[src/gpis_pkg.sv]
package gpis_pkg;

  ////////////////////////////////////////////////////////////////////////////
  // timing: one millisecond time base derived from the 100 MHz core clock
  localparam int          CLK_PERIOD_NS  = 10;
  localparam int          TIME_BASE_MS   = 1;
  localparam int          MS_TICK_CYCLES = TIME_BASE_MS * 1000000 / CLK_PERIOD_NS;
  localparam int          TICK_CNT_W     = 17;

  ////////////////////////////////////////////////////////////////////////////
  // register offsets on the memory-mapped register port
  localparam int          ADDR_W         = 3;
  localparam logic [2:0]  OFS_MCU_CONFIG = 3'h0;
  localparam logic [2:0]  OFS_PULLUP0    = 3'h1;
  localparam logic [2:0]  OFS_PULLUP1    = 3'h2;
  localparam logic [2:0]  OFS_PULLUP2    = 3'h3;
  localparam logic [2:0]  OFS_PULLUP3    = 3'h4;
  localparam logic [2:0]  OFS_P2_DELAY   = 3'h5;

  ////////////////////////////////////////////////////////////////////////////
  // field positions and reset values
  localparam int          MCFG_EXT_IRQ_SOURCE_SELECT_BIT  = 6;
  localparam int          MCFG_RSV7_BIT  = 7;
  localparam logic        MCFG_EXT_IRQ_SOURCE_SELECT_RST  = 1'h0;
  localparam logic        MCFG_RSV7_RST  = 1'h0;
  localparam logic [7:0]  PULLUP_RST     = 8'h00;
  localparam logic [3:0]  P2_DELAY_RST   = 4'h2;
  localparam logic [3:0]  P2_CODE_MIN    = 4'h3;
  localparam logic [3:0]  P2_CODE_MAX    = 4'ha;
  localparam logic [3:0]  P2_FALLBACK_MS = 4'h5;
  localparam logic [3:0]  P2_CNT_MAX     = 4'hf;

  ////////////////////////////////////////////////////////////////////////////
  // one register access from the core
  typedef struct packed {
    logic              wr;
    logic              rd;
    logic [ADDR_W-1:0] addr;
    logic [7:0]        wdata;
  } gpis_mmr_req_t;

  // delay code to milliseconds
  function automatic logic [3:0] gpis_delay_ms(input logic [3:0] code);
    logic [3:0] ms;
    ms = P2_FALLBACK_MS;
    if (code == P2_DELAY_RST) begin
      ms = code;
    end else if (code >= P2_CODE_MIN && code <= P2_CODE_MAX) begin
      ms = code;
    end
    return ms;
  endfunction

endpackage

[src/gpis_top.sv]
// Operation
// - select bit clear: interrupt one follows port 3 bit 3 pin.
// - select bit set: interrupt one follows OR of all port-2 inputs.
// - four read/write 8-bit pull-up registers, bit N controls pin N.
// - writing 1 to a pull-up bit disconnects that pin's pull-up.
// - a 0 bit, the reset value, connects the pull-up.
// - low nibble codes 3 to 10 give 3 ms to 10 ms delay.
// - codes 0, 1 and 11 to 15 give a 5 ms delay.
// - delay code resets to 2 (2 ms); upper nibble reads zero.
`timescale 1ns/1ps
module gpis_top #(
  parameter int MS_TICK_CYCLES = gpis_pkg::MS_TICK_CYCLES
) (
  input  wire logic                   mclk,
  input  wire logic                   rst,
  input  wire gpis_pkg::gpis_mmr_req_t mmr_req,
  output logic [7:0]                  mmr_rdata_q,
  output logic                        mmr_rvalid_q,
  input  wire logic [7:0]             port2_pins,
  input  wire logic                   port3_bit3_pin,
  output logic                        external_interrupt_one_n_q,
  output logic [31:0]                 pin_pullup_on_q
);

  logic        ext_irq_source_select_q;
  logic        rsv7_q;
  logic [7:0]  pullup_q [4];
  logic [3:0]  p2_code_q;
  logic [gpis_pkg::TICK_CNT_W-1:0] tick_cnt_q;
  logic        ms_tick_q;
  logic        p2_qual;
  logic        p2_any;
  logic [3:0]  p2_delay_ms;
  logic        ext_irq_n_d;
  logic [7:0]  rd_mux;
  logic        wr_mcfg;
  logic        wr_p2;
  logic [3:0]  wr_pullup;
  logic [31:0] pullup_on_d;

  ////////////////////////////////////////////////////////////////////////////
  // write decode
  assign wr_mcfg      = mmr_req.wr && mmr_req.addr == gpis_pkg::OFS_MCU_CONFIG;
  assign wr_p2        = mmr_req.wr && mmr_req.addr == gpis_pkg::OFS_P2_DELAY;
  assign wr_pullup[0] = mmr_req.wr && mmr_req.addr == gpis_pkg::OFS_PULLUP0;
  assign wr_pullup[1] = mmr_req.wr && mmr_req.addr == gpis_pkg::OFS_PULLUP1;
  assign wr_pullup[2] = mmr_req.wr && mmr_req.addr == gpis_pkg::OFS_PULLUP2;
  assign wr_pullup[3] = mmr_req.wr && mmr_req.addr == gpis_pkg::OFS_PULLUP3;

  // configuration bits; revision and boot bits live elsewhere and read zero here
  always_ff @(posedge mclk) begin
    if (rst) begin
      ext_irq_source_select_q    <= gpis_pkg::MCFG_EXT_IRQ_SOURCE_SELECT_RST;
      rsv7_q    <= gpis_pkg::MCFG_RSV7_RST;
      p2_code_q <= gpis_pkg::P2_DELAY_RST;
    end else begin
      if (wr_mcfg) begin
        ext_irq_source_select_q <= mmr_req.wdata[gpis_pkg::MCFG_EXT_IRQ_SOURCE_SELECT_BIT];
        rsv7_q <= mmr_req.wdata[gpis_pkg::MCFG_RSV7_BIT];
      end
      if (wr_p2) begin
        p2_code_q <= mmr_req.wdata[3:0];
      end
    end
  end

  // pull-up control registers, all zero after reset so every pull-up is on
  always_ff @(posedge mclk) begin
    for (int i = 0; i < 4; i++) begin
      if (rst) begin
        pullup_q[i] <= gpis_pkg::PULLUP_RST;
      end else if (wr_pullup[i]) begin
        pullup_q[i] <= mmr_req.wdata;
      end
    end
  end

  ////////////////////////////////////////////////////////////////////////////
  // read path: registered data, unmapped offsets answer zero
  assign rd_mux = (mmr_req.addr == gpis_pkg::OFS_MCU_CONFIG) ? {rsv7_q, ext_irq_source_select_q, 6'h00} :
                  (mmr_req.addr == gpis_pkg::OFS_PULLUP0)    ? pullup_q[0] :
                  (mmr_req.addr == gpis_pkg::OFS_PULLUP1)    ? pullup_q[1] :
                  (mmr_req.addr == gpis_pkg::OFS_PULLUP2)    ? pullup_q[2] :
                  (mmr_req.addr == gpis_pkg::OFS_PULLUP3)    ? pullup_q[3] :
                  (mmr_req.addr == gpis_pkg::OFS_P2_DELAY)   ? {4'h0, p2_code_q} :
                  8'h00;

  always_ff @(posedge mclk) begin
    if (rst) begin
      mmr_rdata_q  <= 8'h00;
      mmr_rvalid_q <= 1'b0;
    end else begin
      mmr_rdata_q  <= mmr_req.rd ? rd_mux : 8'h00;
      mmr_rvalid_q <= mmr_req.rd;
    end
  end

  ////////////////////////////////////////////////////////////////////////////
  // pad drive: a set control bit turns the pull-up off
  assign pullup_on_d = ~{pullup_q[3], pullup_q[2], pullup_q[1], pullup_q[0]};

  always_ff @(posedge mclk) begin
    if (rst) begin
      pin_pullup_on_q <= 32'hffffffff;
    end else begin
      pin_pullup_on_q <= pullup_on_d;
    end
  end

  ////////////////////////////////////////////////////////////////////////////
  // millisecond time base; the period is a parameter so simulation can shorten it
  always_ff @(posedge mclk) begin
    if (rst) begin
      tick_cnt_q <= '0;
      ms_tick_q  <= 1'b0;
    end else if (tick_cnt_q == gpis_pkg::TICK_CNT_W'(MS_TICK_CYCLES - 1)) begin
      tick_cnt_q <= '0;
      ms_tick_q  <= 1'b1;
    end else begin
      tick_cnt_q <= tick_cnt_q + 1'b1;
      ms_tick_q  <= 1'b0;
    end
  end

  // port-2 source: OR of the pins, qualified by the programmed delay
  assign p2_any      = |port2_pins;
  assign p2_delay_ms = gpis_pkg::gpis_delay_ms(p2_code_q);

  gpis_p2_qual u_p2_qual (
    .mclk     (mclk),
    .rst      (rst),
    .ms_tick  (ms_tick_q),
    .cond     (p2_any),
    .delay_ms (p2_delay_ms),
    .qual_q   (p2_qual)
  );

  // interrupt one is active low; the source pin passes as is, port 2 is inverted
  assign ext_irq_n_d = ext_irq_source_select_q ? !p2_qual : port3_bit3_pin;

  always_ff @(posedge mclk) begin
    if (rst) begin
      external_interrupt_one_n_q <= 1'b1;
    end else begin
      external_interrupt_one_n_q <= ext_irq_n_d;
    end
  end
endmodule

[src/gpis_p2_qual.sv]
`timescale 1ns/1ps
// counts millisecond ticks while the port-2 condition holds
module gpis_p2_qual (
  input  wire logic       mclk,
  input  wire logic       rst,
  input  wire logic       ms_tick,
  input  wire logic       cond,
  input  wire logic [3:0] delay_ms,
  output logic            qual_q
);

  logic [3:0] cnt_q;
  logic [3:0] cnt_d;
  logic       qual_d;

  // saturating count so a long-held condition never wraps back to idle
  assign cnt_d  = !cond ? 4'h0 :
                  (ms_tick && cnt_q != gpis_pkg::P2_CNT_MAX) ? cnt_q + 4'h1 : cnt_q;
  assign qual_d = cond && (cnt_d >= delay_ms);

  // the first tick may come early, so the real wait is delay-1 to delay ms
  always_ff @(posedge mclk) begin
    if (rst) begin
      cnt_q  <= 4'h0;
      qual_q <= 1'b0;
    end else begin
      cnt_q  <= cnt_d;
      qual_q <= qual_d;
    end
  end
endmodule

[config.mk]
export PLATFORM = sky130hd
export DESIGN_NAME = gpis_top
export DESIGN_NICKNAME = d
export VERILOG_FILES = /design/src/gpis_pkg.sv /design/src/gpis_top.sv /design/src/gpis_p2_qual.sv
export SDC_FILE = /design/constraint.sdc
export NUM_CORES = 1
export LEC_CHECK = 0
export BUFFER_PORTS_ARGS = -buffer_cell sky130_fd_sc_hd__buf_2
export CAP_MARGIN = 20
export CELL_PAD_IN_SITES_DETAIL_PLACEMENT = 1
export CELL_PAD_IN_SITES_GLOBAL_PLACEMENT = 1
export CORE_MARGIN = 5
export CORE_UTILIZATION = 45
export CTS_BUF_LIST = sky130_fd_sc_hd__clkbuf_4
export DETAILED_ROUTE_END_ITERATION = 10
export PLACE_DENSITY_LB_ADDON = 0.1
export SLEW_MARGIN = 40
export SYNTH_ARGS = -nofsm -noshare
export SYNTH_HDL_FRONTEND = slang
export SYNTH_SLANG_ARGS = --single-unit
[constraint.sdc]
create_clock -name mclk -period 2.8 [get_ports mclk]
set_input_delay 0.28 -clock mclk [delete_from_list [all_inputs] [get_ports mclk]]
set_output_delay 0.28 -clock mclk [all_outputs]
set_load 0.02 [all_outputs]
==> results of run 1 <==
[cells in the mapped netlist (2+ instances only)]
| library cell | number |
|---|---|
| dfxtp_1 | 71 |
| nand2_1 | 45 |
| and2_1 | 38 |
| nor2_1 | 33 |
| edfxtp_1 | 32 |
| mux2i_1 | 14 |
| nand3_1 | 12 |
| clkbuf_1 | 9 |
| xnor2_1 | 9 |
| nand2b_1 | 7 |
| nand4_1 | 7 |
| nor3_1 | 7 |
| o21ai_0 | 7 |
| xor2_1 | 7 |
| a22oi_1 | 6 |
| ha_1 | 6 |
| o22ai_1 | 6 |
| a21oi_1 | 4 |
| inv_1 | 4 |
| mux2_2 | 4 |
| nor2b_1 | 4 |
| nor4_1 | 4 |
| or4_1 | 4 |
| and3_1 | 3 |
| o31ai_1 | 3 |
| buf_1 | 2 |
| mux4_2 | 2 |
[cell families after synthesis]
family,count (synthesis)
adder cells (fa/ha/maj),6
multiplexers,20
flip-flops,103
buffers and inverters,17
AND/OR/NAND/NOR,172
AO/OA/AOI/OAI,29
XOR/XNOR,16
[through the flow]
step / utilization (%) / power, uW / hold WS (ps)
finish: 53.1 / 2810 / 68.5
global route: 53.1 / 2930 / 45.0
CTS: 53.1 / 2840 / 49.2
detailed placement: 51.0 / 1910 / 426
global placement: 51.0 / 1900 / 427
floorplan: - / 1810 / 405
[critical path, stage by stage, from the launching register on]
cell and delay (ps):
dfxtp_1 360, ha_1 210, nand3_1 100, nand2_1 110, xnor2_1 220, o21ai_0 130
ha_1 300, nand2b_1 140, a21o_1 170, a211oi_1 220, nor3_1 70
[flip-flops by register name, indices dropped and copies added, names as in the netlist]
signal                      flops
ext_irq_source_select_q         1
tick_cnt_q                     17
mmr_rdata_q                     8
u_p2_qual.qual_q                1
pullup_q                       32
u_p2_qual.cnt_q                 4
ms_tick_q                       1
mmr_rvalid_q                    1
external_interrupt_one_n_q      1
p2_code_q                       4
rsv7_q                          1
pin_pullup_on_q                32
[power by group]
part	leakage (uW)	switching, uW	internal (uW)
Sequential	0.000893	34.1	1610
Combinational	0.000892	148	83.3
Clock	0.0000986	475	462
Total	0.00188	657	2150
[worst max-delay path by stage]
stage | slack [ps] | depth (start not counted) | end | startpoint
6_report | 650 | 10 | u_p2_qual.qual_q | u_p2_qual.cnt_q[0]
5_1_grt | 490 | 10 | u_p2_qual.qual_q | u_p2_qual.cnt_q[0]
4_1_cts | 630 | 10 | u_p2_qual.qual_q | u_p2_qual.cnt_q[0]
3_5_place_dp | 650 | 8 | u_p2_qual.qual_q | port2_pins[5]
3_3_place_gp | 700 | 8 | u_p2_qual.qual_q | port2_pins[5]
2_1_floorplan | 850 | 7 | u_p2_qual.qual_q | port2_pins[5]
[metal layers]
layer  routed length, um  track usage, %  up-vias  share of wire, %
li1                    -               -     1397                 -
met1                3810            21.2     1336                42
met2                4820            31.6       57                53
met3                 444            4.10       13               4.8
met4                  95            4.72        0               1.0
met5                   0               0        -                 0
[final cells by class]
cell class                 instances  area, um2
timing repair buffer              72        378
clock inverter                     6        109
inverter                           4       15.0
tap                              108        135
fill                             994       4070
clock buffer                      10       75.1
sequential                       103       2380
multi-input combinational        243       1520
==> impl_metrics.toml, run 1 <==
[outcome]
status = "complete, no violations"

[clocking]
post_cts_resized = 0
cts_made_buffers = 9
post_cts_buffers = 0
cts-root-buf = "clkbuf_4"
path_clk_slew_ps = 140
clock_latency_ps = 450
htree_levels = 3
cts_hold_buf = 0
cts_sinks = 103
cts.path.max_buffers = 2
cts_tree = "built"

[detailed_routing]
drtIter0Drc = 53
finalWirelength_um = 9170
wire_per_inst_um = 16.8
first_pass_iters = 4
postRouteAntennaNets = 0
num_vias = 2803
vias_per_cell = 5.13
drc = 0

[finish]
areaGrowthSynthToFinish_pct = 16.0
antenna_cells = 0
layout-drive-gt1-share_pct = 22.4
finalInstanceArea_um2 = 4610
fin_cells = 546
final_nets = 463
most-common-layout-cells = "71 x dfxtp_1, 65 x buf_2, 45 x nand2_1, 38 x and2_1, 33 x nor2_1"
layout_commonest_cell = "dfxtp_1"

[synth]
synth_mux_area_share_pct = 5.79
synthCells = 363
synth-compound-area-share_pct = 4.63
syn_avg_cell_area_um2 = 11.0
netlist.top_cell.by_area = "dfxtp_1"
postSynth.asyncResetShare_pct = 0
syn-num-nets = 393
synth-edff-count = 32
ys_top_cells_by_area = "dfxtp_1 36%, edfxtp_1 24%, and2_1 6.0%"
synthAdderAreaFrac_pct = 1.89
synth-simple-area-share_pct = 22.2
synth_area_um2 = 3980
ys_warn_count = 0
synth_flop_cell = "dfxtp_1"
ys_seq_elements = 103
synth_seq_area_share_pct = 59.9
synth_xor_area_share_pct = 3.53
synthDistinctLibCells = 40
yosysTopAreaCellShare_pct = 35.8
synth_top_family_by_area = "simple AND/OR/NAND/NOR gates"

[sta]
hold_viol = 0
drv_slew = 0
worst_slew_pin_slew_ps = 798
finalSetupViolCount = 0
setup-tns-final_ps = 0
fin_ws_ps = 646
grt_setup_unrepaired = "false"
fin_skew_ps = 23.5
fin_crit_ps = 2150
max_clock_freq_mhz = 464
relSlewSlack_pct = 46.2
finalCritPeriodShare_pct = 76.9

[setup_path]
reg2reg_from = "u_p2_qual.cnt_q[0]"
crit_fanout = 3
end_kind = "flop"
cp_data_required_time_ps = 3100
rrSetupSlack_ps = 650
worstRegToRegCells = 10
critPathLaunchType = "flop"
critPathKind = "flop to flop"
crit_arrival_ps = 2460
timing.rr.end = "u_p2_qual.qual_q"

[die]
rows = 34
die_y_um = 104
core_region_area_um2 = 8680
boundaryPins = 66
die_w_um = 104
start_util_pct = 45.8
die-area_um2 = 10800

[min_path]
min_to = "external_interrupt_one_n_q"
hp-class = "input port to flop"
worstHoldStart = "port3_bit3_pin"
min_delay_path_depth = 3

[place]
dp_slack_ps = 649
place_area_um2 = 4420
hpwl_um = 6980
dp.cells = 530
gp_congestion = 0.810
port_buffers = 65

[power]
leakage_uw = 0.00188
peakVddDrop_mv = 0.303
p_per_area_nw_per_um2 = 610

[grt]
grt_pass1_vias = 2982
overflow = 0
antenna_found_initial = 0
grt_pass1_wl_um = 15300
grt_max_degree = 27
track_usage_pct = 17.7

[run]
maxCapViolCount = 0
(Power assumes the default switching activity.)
==> run 2, diff against run 1 <==
clock period = 2 ns   (was 2.8 ns; I/O delays follow)
==> impl_metrics.toml, run 2 (synthesized netlist as in run 1, its figures left out) <==
[grt]
grt_pass1_wl_um = 15700
overflow = 0
grt_pass1_vias = 3112
antenna_found_initial = 0
grt_max_degree = 23
track_usage_pct = 17.9

[die]
boundaryPins = 66
die_y_um = 104
start_util_pct = 45.8
core_region_area_um2 = 8680
rows = 34
die-area_um2 = 10800
die_w_um = 104

[setup_path]
worstRegToRegCells = 9
end_kind = "flop"
rrSetupSlack_ps = 100
critPathKind = "flop to flop"
crit_fanout = 2
timing.rr.end = "u_p2_qual.qual_q"
cp_data_required_time_ps = 2310
critPathLaunchType = "flop"
crit_arrival_ps = 2210
reg2reg_from = "u_p2_qual.cnt_q[1]"

[detailed_routing]
postRouteAntennaNets = 0
drc = 0
finalWirelength_um = 9350
first_pass_iters = 4
vias_per_cell = 5.23
drtIter0Drc = 65
num_vias = 2928
wire_per_inst_um = 16.7

[clocking]
cts_tree = "built"
clock_latency_ps = 440
cts.path.max_buffers = 2
path_clk_slew_ps = 150
cts-root-buf = "clkbuf_4"
cts_made_buffers = 9
cts_sinks = 103
htree_levels = 3

[place]
hpwl_um = 7060
place_area_um2 = 4510
port_buffers = 65
dp_slack_ps = -112
gp_congestion = 0.817

[finish]
finalInstanceArea_um2 = 4710
final_util_pct = 54.3
antenna_cells = 0
layout_commonest_cell = "dfxtp_1"
most-common-layout-cells = "69 x dfxtp_1, 65 x buf_2, 44 x nand2_1, 38 x and2_1, 33 x nor2_1"
fill_cells = 1004
layout-drive-gt1-share_pct = 26.8
final_nets = 477
reg.largest.list = "pin_pullup_on_q (32), pullup_q (32), tick_cnt_q (17)"
areaGrowthSynthToFinish_pct = 18.5

[sta]
relSlewSlack_pct = 56.2
finalCritPeriodShare_pct = 95.0
drv_slew = 0
fin_crit_ps = 1900
fin_skew_ps = 13.9
hold_viol = 0
worst_slew_pin_slew_ps = 650
max_clock_freq_mhz = 527
finalSetupViolCount = 0
grt_setup_unrepaired = "true"
setup-tns-final_ps = 0
fin_ws_ps = 101
fin_hold_ws_ps = 60.5

[run]
maxCapViolCount = 0

[power]
p_per_area_nw_per_um2 = 761
leakage_uw = 0.00194
peakVddDrop_mv = 0.351

[min_path]
hp-class = "input port to flop"
min_to = "mmr_rvalid_q"
worstHoldStart = "mmr_req[11]"
min_delay_path_depth = 3

[outcome]
status = "complete, no violations"
run 2: routing by layer:
| layer | track usage [%] | part of all wire (%) | up-vias |
|---|---|---|---|
| li1 | - | - | 1421 |
| met2 | 32.7 | 53 | 58 |
| met5 | 0 | 0 | - |
| met1 | 21.1 | 42 | 1438 |
| met4 | 5.55 | 1.6 | 0 |
| met3 | 3.41 | 3.8 | 11 |
run 2: per-stage QoR:
| step | cells | total power [uW] |
|---|---|---|
| after floorplan | 363 | 2530 |
| after global placement | 541 | 2670 |
| after detailed placement | 541 | 2680 |
| after CTS | 559 | 3620 |
| after global routing | 560 | 3750 |
| final | 560 | 3590 |
run 2: critical path, stage by stage (launching register included):
cell	delay, ps
dfxtp_2	380
ha_4	150
nand3_4	90
nand2_4	110
mux2i_2	230
nor2_1	70
ha_1	290
a21o_1	190
a211oi_2	210
nor3_1	60
run 2: what timing repair did:
action,CTS,global route
buffers inserted,1,1
cloned,0,0
gates resized for setup,8,6
endpoints found under the setup margin,1,1
pin swaps,3,7
hold buffers,1,0
hold endpoints to repair,1,0
run 2: power breakdown:
group	switching (uW)	internal, uW
clock network	664	289
registers	46.3	2250
logic	210	127
run 2: layout make-up:
cell class / count / area (um2) / share of cell area [%]
clock buffers: 11 / 82.6 / 1.75
clock inverters: 5 / 32.5 / 0.690
inverters: 4 / 15.0 / 0.319
multi-input cells: 243 / 1570 / 33.4
flip-flops and latches: 103 / 2390 / 50.7
well taps: 108 / 135 / 2.87
repair buffers: 86 / 485 / 10.3
run 2: worst max-delay path by stage:
| stage | startpoint | end | slack, ps |
|---|---|---|---|
| floorplan | u_p2_qual.cnt_q[0] | u_p2_qual.qual_q | 80 |
| global placement | port2_pins[5] | u_p2_qual.qual_q | -20 |
| detailed placement | u_p2_qual.cnt_q[0] | u_p2_qual.qual_q | -110 |
| CTS | u_p2_qual.cnt_q[0] | u_p2_qual.qual_q | 30 |
| global route | u_p2_qual.cnt_q[0] | u_p2_qual.qual_q | -5 |
| finish | u_p2_qual.cnt_q[1] | u_p2_qual.qual_q | 100 |
